--- config.mk ---
export PLATFORM = sky130hd
export DESIGN_NAME = servo_front
export DESIGN_NICKNAME = d
export VERILOG_FILES = /design/src/servo_front_pkg.sv /design/src/servo_front.sv
export SDC_FILE = /design/constraint.sdc
export NUM_CORES = 2
export LEC_CHECK = 0
export ABC_AREA = 1
export BUFFER_PORTS_ARGS = -buffer_cell sky130_fd_sc_hd__buf_2
export CAP_MARGIN = 20
export CORE_MARGIN = 1.5
export CORE_UTILIZATION = 65
export DETAILED_ROUTE_END_ITERATION = 12
export PLACE_DENSITY = 0.86
export SLEW_MARGIN = 40
export SYNTH_ARGS = -nofsm -noshare
export SYNTH_HDL_FRONTEND = slang
export SYNTH_SLANG_ARGS = --single-unit
--- constraint.sdc ---
create_clock -name pclk -period 32.1 [get_ports pclk]
set_clock_uncertainty 0.05 [all_clocks]
set_input_delay 4.815 -clock pclk [delete_from_list [all_inputs] [get_ports pclk]]
set_output_delay 4.815 -clock pclk [all_outputs]
set_load 0.05 [all_outputs]
--- src/servo_front_pkg.sv ---
// constants, field layouts and types for the servo command front end
//
// What this block does
// - one-touch tuning zeroes the mode code and loads the response level.
// - tuning mode codes 0, 1 and 3 accepted, each with its own auto set.
// - inertia estimated only in modes 0 and 1; manual value in mode 3.
// - response level 1 to 16, higher is faster; default 6.
// - in-position flag while error within window 0 to 65535, command units.
// - unit select 1 makes the window count encoder pulses.
// - positioning mode with unit select 0 means micrometres, else pulses.
// - ccw driving or cw regeneration clamped to forward cap, 0 to 100 %.
// - cw driving or ccw regeneration clamped to reverse cap, 0 to 100 %.
// - a cap of zero gives no torque in its quadrants.
// - new pulse form takes effect only at next power-up.
// - filter digit 0/1/2 allows 1M, 500k, 200k pulses per second.
// - three pulse input forms, each positive or negative logic.
// - quadrature input counts each single edge of either phase, four per cycle; edges on both phases in one cycle are flagged, not counted.
// - pulses per revolution may be given directly by its own register.
package servo_front_pkg;

  localparam int CLK_MHZ = 250;

  // register byte offsets
  localparam logic [7:0] OFF_MODE    = 8'h00;
  localparam logic [7:0] OFF_RESP    = 8'h04;
  localparam logic [7:0] OFF_WIN     = 8'h08;
  localparam logic [7:0] OFF_FWD     = 8'h0c;
  localparam logic [7:0] OFF_REV     = 8'h10;
  localparam logic [7:0] OFF_FMT     = 8'h14;
  localparam logic [7:0] OFF_PPR     = 8'h18;
  localparam logic [7:0] OFF_UNIT    = 8'h1c;
  localparam logic [7:0] OFF_INERTIA = 8'h20;
  localparam logic [7:0] OFF_CTRL    = 8'h24;
  localparam logic [7:0] OFF_STAT    = 8'h28;
  localparam logic [7:0] OFF_IRQ_ST  = 8'h2c;
  localparam logic [7:0] OFF_IRQ_MSK = 8'h30;
  localparam logic [7:0] OFF_COUNT   = 8'h34;

  // reset values
  localparam logic [11:0] RST_MODE    = 12'h001;
  localparam logic [15:0] RST_RESP    = 16'h0006;
  localparam logic [15:0] RST_WIN     = 16'h0064;
  localparam logic [15:0] RST_CAP     = 16'h0064;
  localparam logic [11:0] RST_FMT     = 12'h000;
  localparam logic [15:0] RST_PPR     = 16'h0000;
  localparam logic [15:0] RST_INERTIA = 16'h0046;

  // field positions and legal values
  localparam int FMT_POL_LSB  = 4;
  localparam int FMT_FILT_LSB = 8;
  localparam logic [3:0] MODE_TWO_GAIN = 4'h0;
  localparam logic [3:0] MODE_AUTO1    = 4'h1;
  localparam logic [3:0] MODE_MANUAL   = 4'h3;
  localparam logic [15:0] RESP_MIN = 16'h0001;
  localparam logic [15:0] RESP_MAX = 16'h0010;
  localparam logic [15:0] CAP_MAX  = 16'h0064;
  localparam logic [3:0] FORM_FWD_REV    = 4'h0;
  localparam logic [3:0] FORM_PULSE_SIGN = 4'h1;
  localparam logic [3:0] FORM_QUAD       = 4'h2;
  localparam logic [3:0] POL_NEG         = 4'h1;
  localparam logic [3:0] FILT_1M   = 4'h0;
  localparam logic [3:0] FILT_500K = 4'h1;
  localparam logic [3:0] FILT_200K = 4'h2;

  // noise filter settle times, a quarter of the shortest pulse period
  localparam int FILT_1M_NS   = 250;
  localparam int FILT_500K_NS = 500;
  localparam int FILT_200K_NS = 1250;
  localparam logic [8:0] FILT_1M_CYC   = 9'(FILT_1M_NS * CLK_MHZ / 1000);
  localparam logic [8:0] FILT_500K_CYC = 9'(FILT_500K_NS * CLK_MHZ / 1000);
  localparam logic [8:0] FILT_200K_CYC = 9'(FILT_200K_NS * CLK_MHZ / 1000);

  // interrupt bits
  localparam int IRQ_W     = 4;
  localparam int IRQ_INPOS = 0;
  localparam int IRQ_TUNE  = 1;
  localparam int IRQ_CLAMP = 2;
  localparam int IRQ_QUAD  = 3;

  // in-position unit codes
  localparam logic [1:0] UNIT_CMD = 2'h0;
  localparam logic [1:0] UNIT_ENC = 2'h1;
  localparam logic [1:0] UNIT_UM  = 2'h2;

  typedef enum logic [0:0] {tune_idle, tune_run} tune_state_type;

endpackage

--- src/servo_front.sv ---
// servo command front end: tuning, in-position, torque caps, pulse decode
`timescale 1ns/1ps
module servo_front
  import servo_front_pkg::*;
#(
  parameter logic [15:0] TORQUE_FULL = 16'h7fff
)(
  // clock and reset
  input  wire logic               pclk,
  input  wire logic               presetn,
  // apb slave
  input  wire logic               psel,
  input  wire logic               penable,
  input  wire logic               pwrite,
  input  wire logic [7:0]         paddr,
  input  wire logic [31:0]        pwdata,
  output logic                    pready,
  output logic [31:0]             prdata,
  output logic                    pslverr,
  // power cycle notice for deferred settings
  input  wire logic               power_on_event,
  // command pulse pins
  input  wire logic               pulse_a,
  input  wire logic               pulse_b,
  // loop side inputs
  input  wire logic signed [31:0] pos_error_command,
  input  wire logic signed [31:0] pos_error_encoder,
  input  wire logic signed [15:0] torque_request,
  input  wire logic [15:0]        inertia_estimate,
  input  wire logic               one_touch_done,
  input  wire logic [15:0]        one_touch_level,
  // outputs to the loop
  output logic signed [15:0]      torque_command,
  output logic                    in_position_flag,
  output logic [1:0]              in_position_unit,
  output logic [15:0]             inertia_ratio,
  output logic                    estimate_enable,
  output logic                    auto_model_gain,
  output logic                    auto_loop_gain,
  output logic                    one_touch_busy,
  output logic [15:0]             pulses_per_rev_direct,
  output logic signed [31:0]      command_count,
  output logic                    count_up,
  output logic                    count_down,
  output logic                    irq
);

  ////////////////////////////////////////////////////////////////////////
  // state

  typedef struct packed {
    logic                pready;
    logic [31:0]         prdata;
    logic                pslverr;
    logic [11:0]         mode_sel;
    logic [15:0]         resp;
    logic [15:0]         win;
    logic [15:0]         fwd_cap;
    logic [15:0]         rev_cap;
    logic [11:0]         fmt_pend;
    logic [11:0]         fmt_act;
    logic [15:0]         ppr;
    logic                unit_sel;
    logic                posn_mode;
    logic [15:0]         inertia_man;
    logic [IRQ_W-1:0]    irq_st;
    logic [IRQ_W-1:0]    irq_mask;
    tune_state_type      tune;
    logic                sa1;
    logic                sa2;
    logic                sb1;
    logic                sb2;
    logic                fa;
    logic                fb;
    logic [8:0]          ca;
    logic [8:0]          cb;
    logic                pa;
    logic                pb;
    logic signed [31:0]  count;
    logic                up;
    logic                dn;
    logic                inpos;
    logic [1:0]          unit;
    logic [15:0]         inertia;
    logic                est_en;
    logic                auto_model;
    logic                auto_loop;
    logic signed [15:0]  torque;
    logic                irq;
  } state_type;

  state_type s;
  state_type next_s;

  ////////////////////////////////////////////////////////////////////////
  // helpers

  // one filter step: a new level is taken once it has held long enough
  function automatic logic [9:0] filt_step(input logic       raw,
                                           input logic       cur,
                                           input logic [8:0] cnt,
                                           input logic [8:0] lim);
    logic [9:0] r;
    r = {cur, 9'h000};
    if (raw != cur)
    begin
      if (cnt >= lim)
        r = {raw, 9'h000};
      else
        r = {cur, 9'(cnt + 9'h001)};
    end
    return r;
  endfunction

  // magnitude of a signed error
  function automatic logic [31:0] mag(input logic signed [31:0] e);
    return e[31] ? 32'(-e) : 32'(e);
  endfunction

  ////////////////////////////////////////////////////////////////////////
  // combinational helpers

  logic               acc;
  logic               done;
  logic               bad;
  logic [31:0]        rd_val;
  logic [3:0]         wcode;
  logic [3:0]         form;
  logic               neg;
  logic [3:0]         filt;
  logic [8:0]         flim;
  logic [9:0]         sa_res;
  logic [9:0]         sb_res;
  logic               la;
  logic               lb;
  logic               lpa;
  logic               lpb;
  logic               step;
  logic               step_up;
  logic               quad_err;
  logic [31:0]        fwd_lim;
  logic [31:0]        rev_lim;
  logic signed [16:0] req;
  logic               clamp;
  logic [31:0]        err;
  logic [IRQ_W-1:0]   ev;

  always_comb
  begin
    next_s   = s;
    rd_val   = 32'h00000000;
    bad      = 1'b0;
    wcode    = pwdata[3:0];
    ev       = '0;
    step     = 1'b0;
    step_up  = 1'b0;
    quad_err = 1'b0;
    clamp    = 1'b0;

    // apb decode; writes are checked against legal ranges
    case (paddr)
      OFF_MODE:    rd_val = {20'h00000, s.mode_sel};
      OFF_RESP:    rd_val = {16'h0000, s.resp};
      OFF_WIN:     rd_val = {16'h0000, s.win};
      OFF_FWD:     rd_val = {16'h0000, s.fwd_cap};
      OFF_REV:     rd_val = {16'h0000, s.rev_cap};
      OFF_FMT:     rd_val = {20'h00000, s.fmt_pend};
      OFF_PPR:     rd_val = {16'h0000, s.ppr};
      OFF_UNIT:    rd_val = {30'h00000000, s.posn_mode, s.unit_sel};
      OFF_INERTIA: rd_val = {16'h0000, s.inertia_man};
      OFF_CTRL:    rd_val = {31'h00000000, s.tune == tune_run};
      OFF_STAT:    rd_val = {16'h0000, s.fmt_act, 1'b0, s.unit, s.inpos};
      OFF_IRQ_ST:  rd_val = {28'h0000000, s.irq_st};
      OFF_IRQ_MSK: rd_val = {28'h0000000, s.irq_mask};
      OFF_COUNT:   rd_val = s.count;
      default:     bad = 1'b1;
    endcase
    if (pwrite)
    begin
      unique case (paddr)
        // only codes 0, 1 and 3 are accepted
        OFF_MODE:
          bad = !(wcode == MODE_TWO_GAIN || wcode == MODE_AUTO1 ||
                  wcode == MODE_MANUAL);
        OFF_RESP:
          bad = pwdata[15:0] < RESP_MIN || pwdata[15:0] > RESP_MAX;
        // forward cap 0 to 100 percent
        OFF_FWD: bad = pwdata[15:0] > CAP_MAX;
        // reverse cap 0 to 100 percent
        OFF_REV: bad = pwdata[15:0] > CAP_MAX;
        // form 0..2, polarity 0..1, filter 0..2
        OFF_FMT:
          bad = pwdata[3:0] > FORM_QUAD ||
                pwdata[FMT_POL_LSB+:4] > POL_NEG ||
                pwdata[FMT_FILT_LSB+:4] > FILT_200K;
        OFF_STAT:  bad = 1'b1;
        OFF_COUNT: bad = 1'b1;
        default: ;
      endcase
    end

    // apb handshake with one wait state
    acc            = psel && penable;
    done           = acc && s.pready;
    next_s.pready  = acc && !s.pready;
    next_s.pslverr = acc && !s.pready && bad;
    next_s.prdata  = (acc && !s.pready && !pwrite) ? rd_val : 32'h00000000;

    // register writes at the completing edge
    if (done && pwrite && !bad)
    begin
      unique case (paddr)
        OFF_MODE:    next_s.mode_sel    = pwdata[11:0];
        OFF_RESP:    next_s.resp        = pwdata[15:0];
        OFF_WIN:     next_s.win         = pwdata[15:0];
        OFF_FWD:     next_s.fwd_cap     = pwdata[15:0];
        OFF_REV:     next_s.rev_cap     = pwdata[15:0];
        // stored now, used after the next power-up
        OFF_FMT:     next_s.fmt_pend    = pwdata[11:0];
        OFF_PPR:     next_s.ppr         = pwdata[15:0];
        OFF_UNIT:
        begin
          next_s.unit_sel  = pwdata[0];
          next_s.posn_mode = pwdata[1];
        end
        OFF_INERTIA: next_s.inertia_man = pwdata[15:0];
        OFF_CTRL:
        begin
          // one-touch start forces the mode code to zero
          if (pwdata[0])
          begin
            next_s.tune          = tune_run;
            next_s.mode_sel[3:0] = MODE_TWO_GAIN;
          end
        end
        OFF_IRQ_ST:  next_s.irq_st   = s.irq_st & ~pwdata[IRQ_W-1:0];
        OFF_IRQ_MSK: next_s.irq_mask = pwdata[IRQ_W-1:0];
        default: ;
      endcase
    end

    // pulse form taken over only on a power cycle
    if (power_on_event)
      next_s.fmt_act = s.fmt_pend;

    // tuning result loads the response level
    if (s.tune == tune_run && one_touch_done)
    begin
      next_s.tune = tune_idle;
      ev[IRQ_TUNE] = 1'b1;
      if (one_touch_level >= RESP_MIN && one_touch_level <= RESP_MAX)
        next_s.resp = one_touch_level;
    end

    // which gains the loop sets by itself
    next_s.auto_model = s.mode_sel[3:0] == MODE_AUTO1;
    next_s.auto_loop  = s.mode_sel[3:0] != MODE_MANUAL;
    // estimate or stored manual inertia ratio
    next_s.est_en  = s.mode_sel[3:0] != MODE_MANUAL;
    next_s.inertia = (s.mode_sel[3:0] != MODE_MANUAL) ?
                     inertia_estimate : s.inertia_man;

    // two-stage synchroniser on each pulse pin
    next_s.sa1 = pulse_a;
    next_s.sa2 = s.sa1;
    next_s.sb1 = pulse_b;
    next_s.sb2 = s.sb1;

    // filter length from the filter digit
    form = s.fmt_act[3:0];
    neg  = s.fmt_act[FMT_POL_LSB+:4] == POL_NEG;
    filt = s.fmt_act[FMT_FILT_LSB+:4];
    unique case (filt)
      FILT_500K: flim = FILT_500K_CYC;
      FILT_200K: flim = FILT_200K_CYC;
      default:   flim = FILT_1M_CYC;
    endcase
    sa_res    = filt_step(s.sa2, s.fa, s.ca, flim);
    sb_res    = filt_step(s.sb2, s.fb, s.cb, flim);
    next_s.fa = sa_res[9];
    next_s.ca = sa_res[8:0];
    next_s.fb = sb_res[9];
    next_s.cb = sb_res[8:0];
    next_s.pa = s.fa;
    next_s.pb = s.fb;

    // logic polarity applied to both phases
    la  = s.fa ^ neg;
    lb  = s.fb ^ neg;
    lpa = s.pa ^ neg;
    lpb = s.pb ^ neg;

    unique case (form)
      FORM_PULSE_SIGN:
      begin
        step    = la && !lpa;
        step_up = !lb;
      end
      FORM_QUAD:
      begin
        // every single edge of either phase counts; edges on both phases in one cycle are flagged, not counted
        quad_err = (la != lpa) && (lb != lpb);
        step     = ((la != lpa) != (lb != lpb));
        step_up  = la ^ lpb;
      end
      default:
      begin
        step    = (la && !lpa) != (lb && !lpb);
        step_up = la && !lpa;
      end
    endcase
    ev[IRQ_QUAD] = quad_err;
    next_s.up    = step && step_up;
    next_s.dn    = step && !step_up;
    if (step)
      next_s.count = step_up ? s.count + 32'sd1 : s.count - 32'sd1;

    // unit select chooses encoder or command error
    err = s.unit_sel ? mag(pos_error_encoder) : mag(pos_error_command);
    // flag held while within the window
    next_s.inpos = err <= {16'h0000, s.win};
    ev[IRQ_INPOS] = next_s.inpos && !s.inpos;
    // micrometres only in positioning mode with unit select 0
    if (s.unit_sel)
      next_s.unit = UNIT_ENC;
    else if (s.posn_mode)
      next_s.unit = UNIT_UM;
    else
      next_s.unit = UNIT_CMD;

    // torque caps scaled from percent of full torque
    fwd_lim = (32'(s.fwd_cap) * 32'(TORQUE_FULL)) / 32'd100;
    rev_lim = (32'(s.rev_cap) * 32'(TORQUE_FULL)) / 32'd100;
    req     = 17'(torque_request);
    next_s.torque = torque_request;
    // positive torque is ccw driving or cw regeneration
    if (req > $signed({1'b0, fwd_lim[15:0]}))
    begin
      next_s.torque = $signed(fwd_lim[15:0]);
      clamp         = 1'b1;
    end
    // negative torque is cw driving or ccw regeneration
    if (req < -$signed({1'b0, rev_lim[15:0]}))
    begin
      next_s.torque = 16'(-$signed({1'b0, rev_lim[15:0]}));
      clamp         = 1'b1;
    end
    ev[IRQ_CLAMP] = clamp;

    // sticky events: a set wins over a same-cycle clear
    next_s.irq_st = next_s.irq_st | ev;
    next_s.irq    = |(s.irq_st & s.irq_mask);
  end

  ////////////////////////////////////////////////////////////////////////
  // registers

  always_ff @(posedge pclk or negedge presetn)
  begin
    if (!presetn)
    begin
      s             <= '0;
      s.mode_sel    <= RST_MODE;
      s.resp        <= RST_RESP;
      s.win         <= RST_WIN;
      s.fwd_cap     <= RST_CAP;
      s.rev_cap     <= RST_CAP;
      s.fmt_pend    <= RST_FMT;
      s.fmt_act     <= RST_FMT;
      s.ppr         <= RST_PPR;
      s.inertia_man <= RST_INERTIA;
      s.tune        <= tune_idle;
    end
    else
      s <= next_s;
  end

  ////////////////////////////////////////////////////////////////////////
  // outputs

  assign pready                = s.pready;
  assign prdata                = s.prdata;
  assign pslverr               = s.pslverr;
  assign torque_command        = s.torque;
  assign in_position_flag      = s.inpos;
  assign in_position_unit      = s.unit;
  assign inertia_ratio         = s.inertia;
  assign estimate_enable       = s.est_en;
  assign auto_model_gain       = s.auto_model;
  assign auto_loop_gain        = s.auto_loop;
  assign one_touch_busy        = s.tune == tune_run;
  assign pulses_per_rev_direct = s.ppr;
  assign command_count         = s.count;
  assign count_up              = s.up;
  assign count_down            = s.dn;
  assign irq                   = s.irq;

endmodule // servo_front

# Word-level counts from Yosys, hierarchy flattened
# Index checks and enable logic that the tools add are counted.
[totals]
ff_bits = 275
input_bits = 161
output_inout_bits = 124
wordCells = 193
[op_classes]
add_sub_neg = 7
n_mul = 2
n_div = 2
order_cmp = 13
eq_ne = 29
n_mux = 41
bitwise_logic = 9
reduce_logical = 52
[ops]
columns = ["op", "n"]
rows = [
  ["$pmux W32 S14", 1],
  ["$mux W32", 5],
  ["$mux W16", 9],
  ["$mux W76", 1],
  ["$div A31 B7 Y32 const B", 2],
  ["$neg A32 Y32", 2],
  ["$mul A16 B15 Y31 const B", 2],
  ["$eq A8 B6 Y1 const B", 6],
  ["$mux W9", 5],
  ["$add A32 B2 Y32 const B", 1],
  ["$eq A8 B5 Y1 const B", 4],
  ["$le A32 B16 Y1", 1],
  ["$sub A32 B2 Y32 const B", 1],
  ["$reduce_and A2 Y1", 11],
  ["$eq A4 B1 Y1 const B", 5],
  ["$add A9 B1 Y9 const B", 2],
  ["$ge A9 B9 Y1", 2],
  ["$pmux W9 S2", 1],
  ["$gt A16 B17 Y1", 1],
  ["$lt A16 B17 Y1", 1],
  ["$neg A16 Y17", 1],
  ["$eq A8 B4 Y1 const B", 2],
  ["$ge A16 B1 Y1 const B", 1],
  ["$gt A16 B5 Y1 const B", 1],
  ["other kinds (31)", 87],
]

# Logic depth before layout (Yosys ltp)
[depth]
depth_word = 11
mapped_depth = 172

# Worst setup path after synthesis
# OpenSTA, ideal clock, no wires.
[synth_timing]
path_type = "reg-to-reg"
startpoint = "reg s[194] in the netlist's numbering"
endpoint = "reg s (netlist bit torque_command[15])"
setup_ns = 0.065
arrival_ns = 18.103
t_required_ns = 31.985
path_slack_ns = 13.881
path_stages_with_launch = 152
path_cell_list = "dfrtp_1 fa_1 inv_1 fa_1 inv_1 fa_1 fa_1 fa_1 inv_1 fa_1 inv_1 ha_1 a21oi_1 inv_1 a21oi_1 nand2_1 nand2_1 nand3_2 (+116 left out) nand3_2 nand2_2 ha_1 o31ai_1 a21o_1 a21oi_1 o21ai_0 a221oi_1 o31ai_1 nand4_1 nand2_1 and3_1 clkbuf_8 inv_1 dlygate4sd3_1 o21ai_0 nand3_2 nand2_1"
[synth_lines]
columns = ["item", "line_no", "source"]
rows = [
  ["from (decl)", "servo_front.sv:92", "state_type s;"],
  ["from (signal assigned)", "servo_front.sv:375", "s <= next_s;"],
]

==> results.cfg <==
[placed_design]
finalWeightedCongestion = 0.994
post_detailed_placement_cell_area_sq_um = 37600
place.detailed.hpwl_mm = 81.9
place.port_buffers = 268
placedCellCount = 5910

[sta]
grt_setup_unrepaired = false
timing.max_slew.rel_slack = 0.417
timing_hold_violations_final = 0
fin_tns_setup_ns = 0
report.final.setup_viol = 0
fmax_mhz = 46.3
timing_worst_slew_pin_value_ns = 0.867
finalCriticalPeriod_ns = 21.58
final.period_utilization = 0.672
hold-worst-slack_ns = 0.425
final_max_slew_viol_count = 0

[critical_path]
critical_path_class = reg2reg
end_kind = flop
critical_path.max_stage_delay_ns = 0.71
timing.critical_path.fanout_max = 23
cpMaxStageDelayCell = fa_1
crit_required_ns = 32.55
worst_path_most_repeated_cell = nand2_1
cp_data_arrival_time_ns = 22.03
worstSetupStartpointType = flop

[cts]
register_clock_pin_slew_on_the_reported_worst_setup_and_hold_paths_ns = 0.06
cts.path.max_buffers = 3
total_cts_buffers = 28
cts_max_level = 1
post_cts_buffers = 0
cts_resized = 0
clockRootBuffer = clkbuf_16
clock_sink_count = 275
tritoncts = yes
ctsHoldBuffers = 0
clkLatencyLatePin_ns = 0.61

[worst_hold_path]
min-delay-path-class = reg2reg

[cells_and_area]
post-route-cell-area_sq_um = 38600
area_growth_pct = 6.29
final_core_util = 0.699
leading_cell_type_in_the_layout_fill_and_taps_excluded = nand2_1
leading_cell_types_in_the_layout_fill_and_taps_excluded = nand2_1, inv_1, o21ai_0
layout.nets = 5833
finalNonFillerCells = 5965
post_route_cells_drive_above_1_share = 0.167

[logic_synthesis]
synth.lib_cells_used.distinct = 87
fraction_of_synthesized_cell_area_in_xor_and_xnor_cells = 0.0347
async_flop_share = 1.00
yosys_register_bits = 275
synth.area.mux_share = 0.00124
synth-main-ff-cell = dfrtp_1
synthesis.nets = 5699
synth.yosys.warnings = 0
synth_sequential_area_ratio = 0.190
post_syn_area_sq_um = 36300
synth_top_family_by_area = simple AND/OR/NAND/NOR gates
synth-compound-area-share = 0.111
synth_adder_area_share = 0.211
synthesis.area_per_instance_sq_um = 7.18
edff_count_synth = 0
synth_simple_gate_area_frac = 0.316
synthesis.instances = 5058

[die]
fp.coreArea_sq_um = 55200
floorplan.io_pins = 285
die_width_microns = 239
floorplan.initialDensity = 0.658
dieArea_sq_um = 57300
vertical_die_dimension_microns = 239
std_cell_rows = 86

[detailed_routing]
vias_per_cell = 5.68
final_antenna_net_count = 0
routedWlPerCell_microns = 16.8
first_pass_iters = 8
drt_drc_violations_left = 0
number_of_vias_after_detailed_routing = 33904
initialDrtViolationCount = 3029
total_routed_length_mm = 100

[pwr]
leakagePower_nw = 21.9
vdd.ir_drop.worst_uv = 50.0
power_density_nw_per_um2 = 28.0

[run_status]
outcome = complete, no violations

[global_route]
grt.overflow.total = 0
grt_first_pass_wirelength_mm = 161
via_count_of_the_first_global_routing_pass = 32322
number_of_antenna_violations_at_the_first_check_in_global_routing = 8
grt_start_max_net_pins = 89
track_usage = 0.350

[run]
max_cap_viol_count = 0
cells in the mapped netlist, types with 15 or more instances:
library cell | count | area (sq um)
a21oi_1 | 157 | 786
a221oi_1 | 25 | 219
a31oi_1 | 18 | 113
buf_4 | 115 | 863
clkbuf_1 | 54 | 203
dfrtp_1 | 260 | 6510
dfstp_2 | 15 | 394
fa_1 | 221 | 4420
ha_1 | 259 | 3240
inv_1 | 927 | 3480
inv_2 | 50 | 188
nand2_1 | 1065 | 4000
nand2_2 | 207 | 1290
nand2_4 | 67 | 754
nand3_1 | 291 | 1460
nand3_2 | 51 | 510
nand4_1 | 83 | 519
nor2_1 | 303 | 1140
nor2_2 | 33 | 206
nor3_1 | 91 | 455
nor4_1 | 15 | 93.8
o211ai_1 | 18 | 135
o21ai_0 | 317 | 1590
o21ai_1 | 22 | 110
o22ai_1 | 37 | 231
xnor2_1 | 45 | 394
xor2_1 | 90 | 788
metrics by stage:
step / total power, mW / worst slack (ns)
global route: 1.13 / 8.18
finish: 1.08 / 10.52
global placement: 0.713 / 11.67
CTS: 1.08 / 10.92
floorplan: 0.655 / 13.88
detailed placement: 0.723 / 11.00
path summary, 6_finish.rpt:
check	endpoint	depth (start not counted)	start	slack, ns
worst max-delay path	torque_command[9]	145	s[191]	10.52
worst min-delay path	auto_model_gain	1	s[233]	0.42
worst max register to register	torque_command[9]	145	s[191]	10.52
worst min register to register	auto_model_gain	1	s[233]	0.42
max in group asynchronous	form[3]	3	presetn	26.36
min in group asynchronous	command_count[10]	1	presetn	4.09
sequential cells by signal (all words and copies together) (netlist names), 4 cells and up:
| register | cells |
|---|---|
| filt | 4 |
| inertia_ratio | 16 |
| command_count | 32 |
| next_s | 4 |
| pulses_per_rev_direct | 16 |
| form | 4 |
| torque_command | 16 |
| s | 140 |
| prdata | 32 |
layout make-up:
class / count / area, sq um
Antenna cell: 4 / 10.0
Clock buffer: 36 / 771
Clock inverter: 15 / 216
Fill cell: 4444 / 16600
Inverter: 995 / 3800
Multi-Input combinational cell: 3610 / 24500
Sequential cell: 275 / 6900
Tap cell: 748 / 936
Timing Repair Buffer: 282 / 1490
where the power goes:
part	internal [mW]	total, mW	switching (mW)	leakage, nW
clock network	0.204	0.356	0.152	0.480
logic	0.0978	0.335	0.237	17.8
registers	0.367	0.390	0.0228	3.61
total	0.668	1.08	0.412	21.9
kinds of logic (layout without fill, tap and decap cells):
logic type | count (synthesis) | in the layout
buf+inv | 1173 | 1328
mux | 4 | 4
compound gates | 690 | 690
fa+ha+maj | 480 | 480
other cells | 0 | 4
xor+xnor | 139 | 139
simple gates | 2297 | 2297
flops | 275 | 275
per-layer routing:
metal	GRT usage	part of all wire	vias to the layer above
met1	0.455	0.41	15827
li1	-	-	16321
met2	0.579	0.46	1445
met3	0.0581	0.084	307
met5	0	0.00028	-
met4	0.146	0.048	4
critical path, delay by kind of cell (launching register included):
| kind | cells | cell delay (ns) |
|---|---|---|
| AO/OA/AOI/OAI | 15 | 3.24 |
| XOR/XNOR | 2 | 0.63 |
| adder cells (fa/ha/maj) | 8 | 3.96 |
| buffers and inverters | 12 | 1.15 |
| flip-flops | 1 | 0.41 |
| AND/OR/NAND/NOR | 108 | 11.99 |
Power figures use the tool's default switching activity.
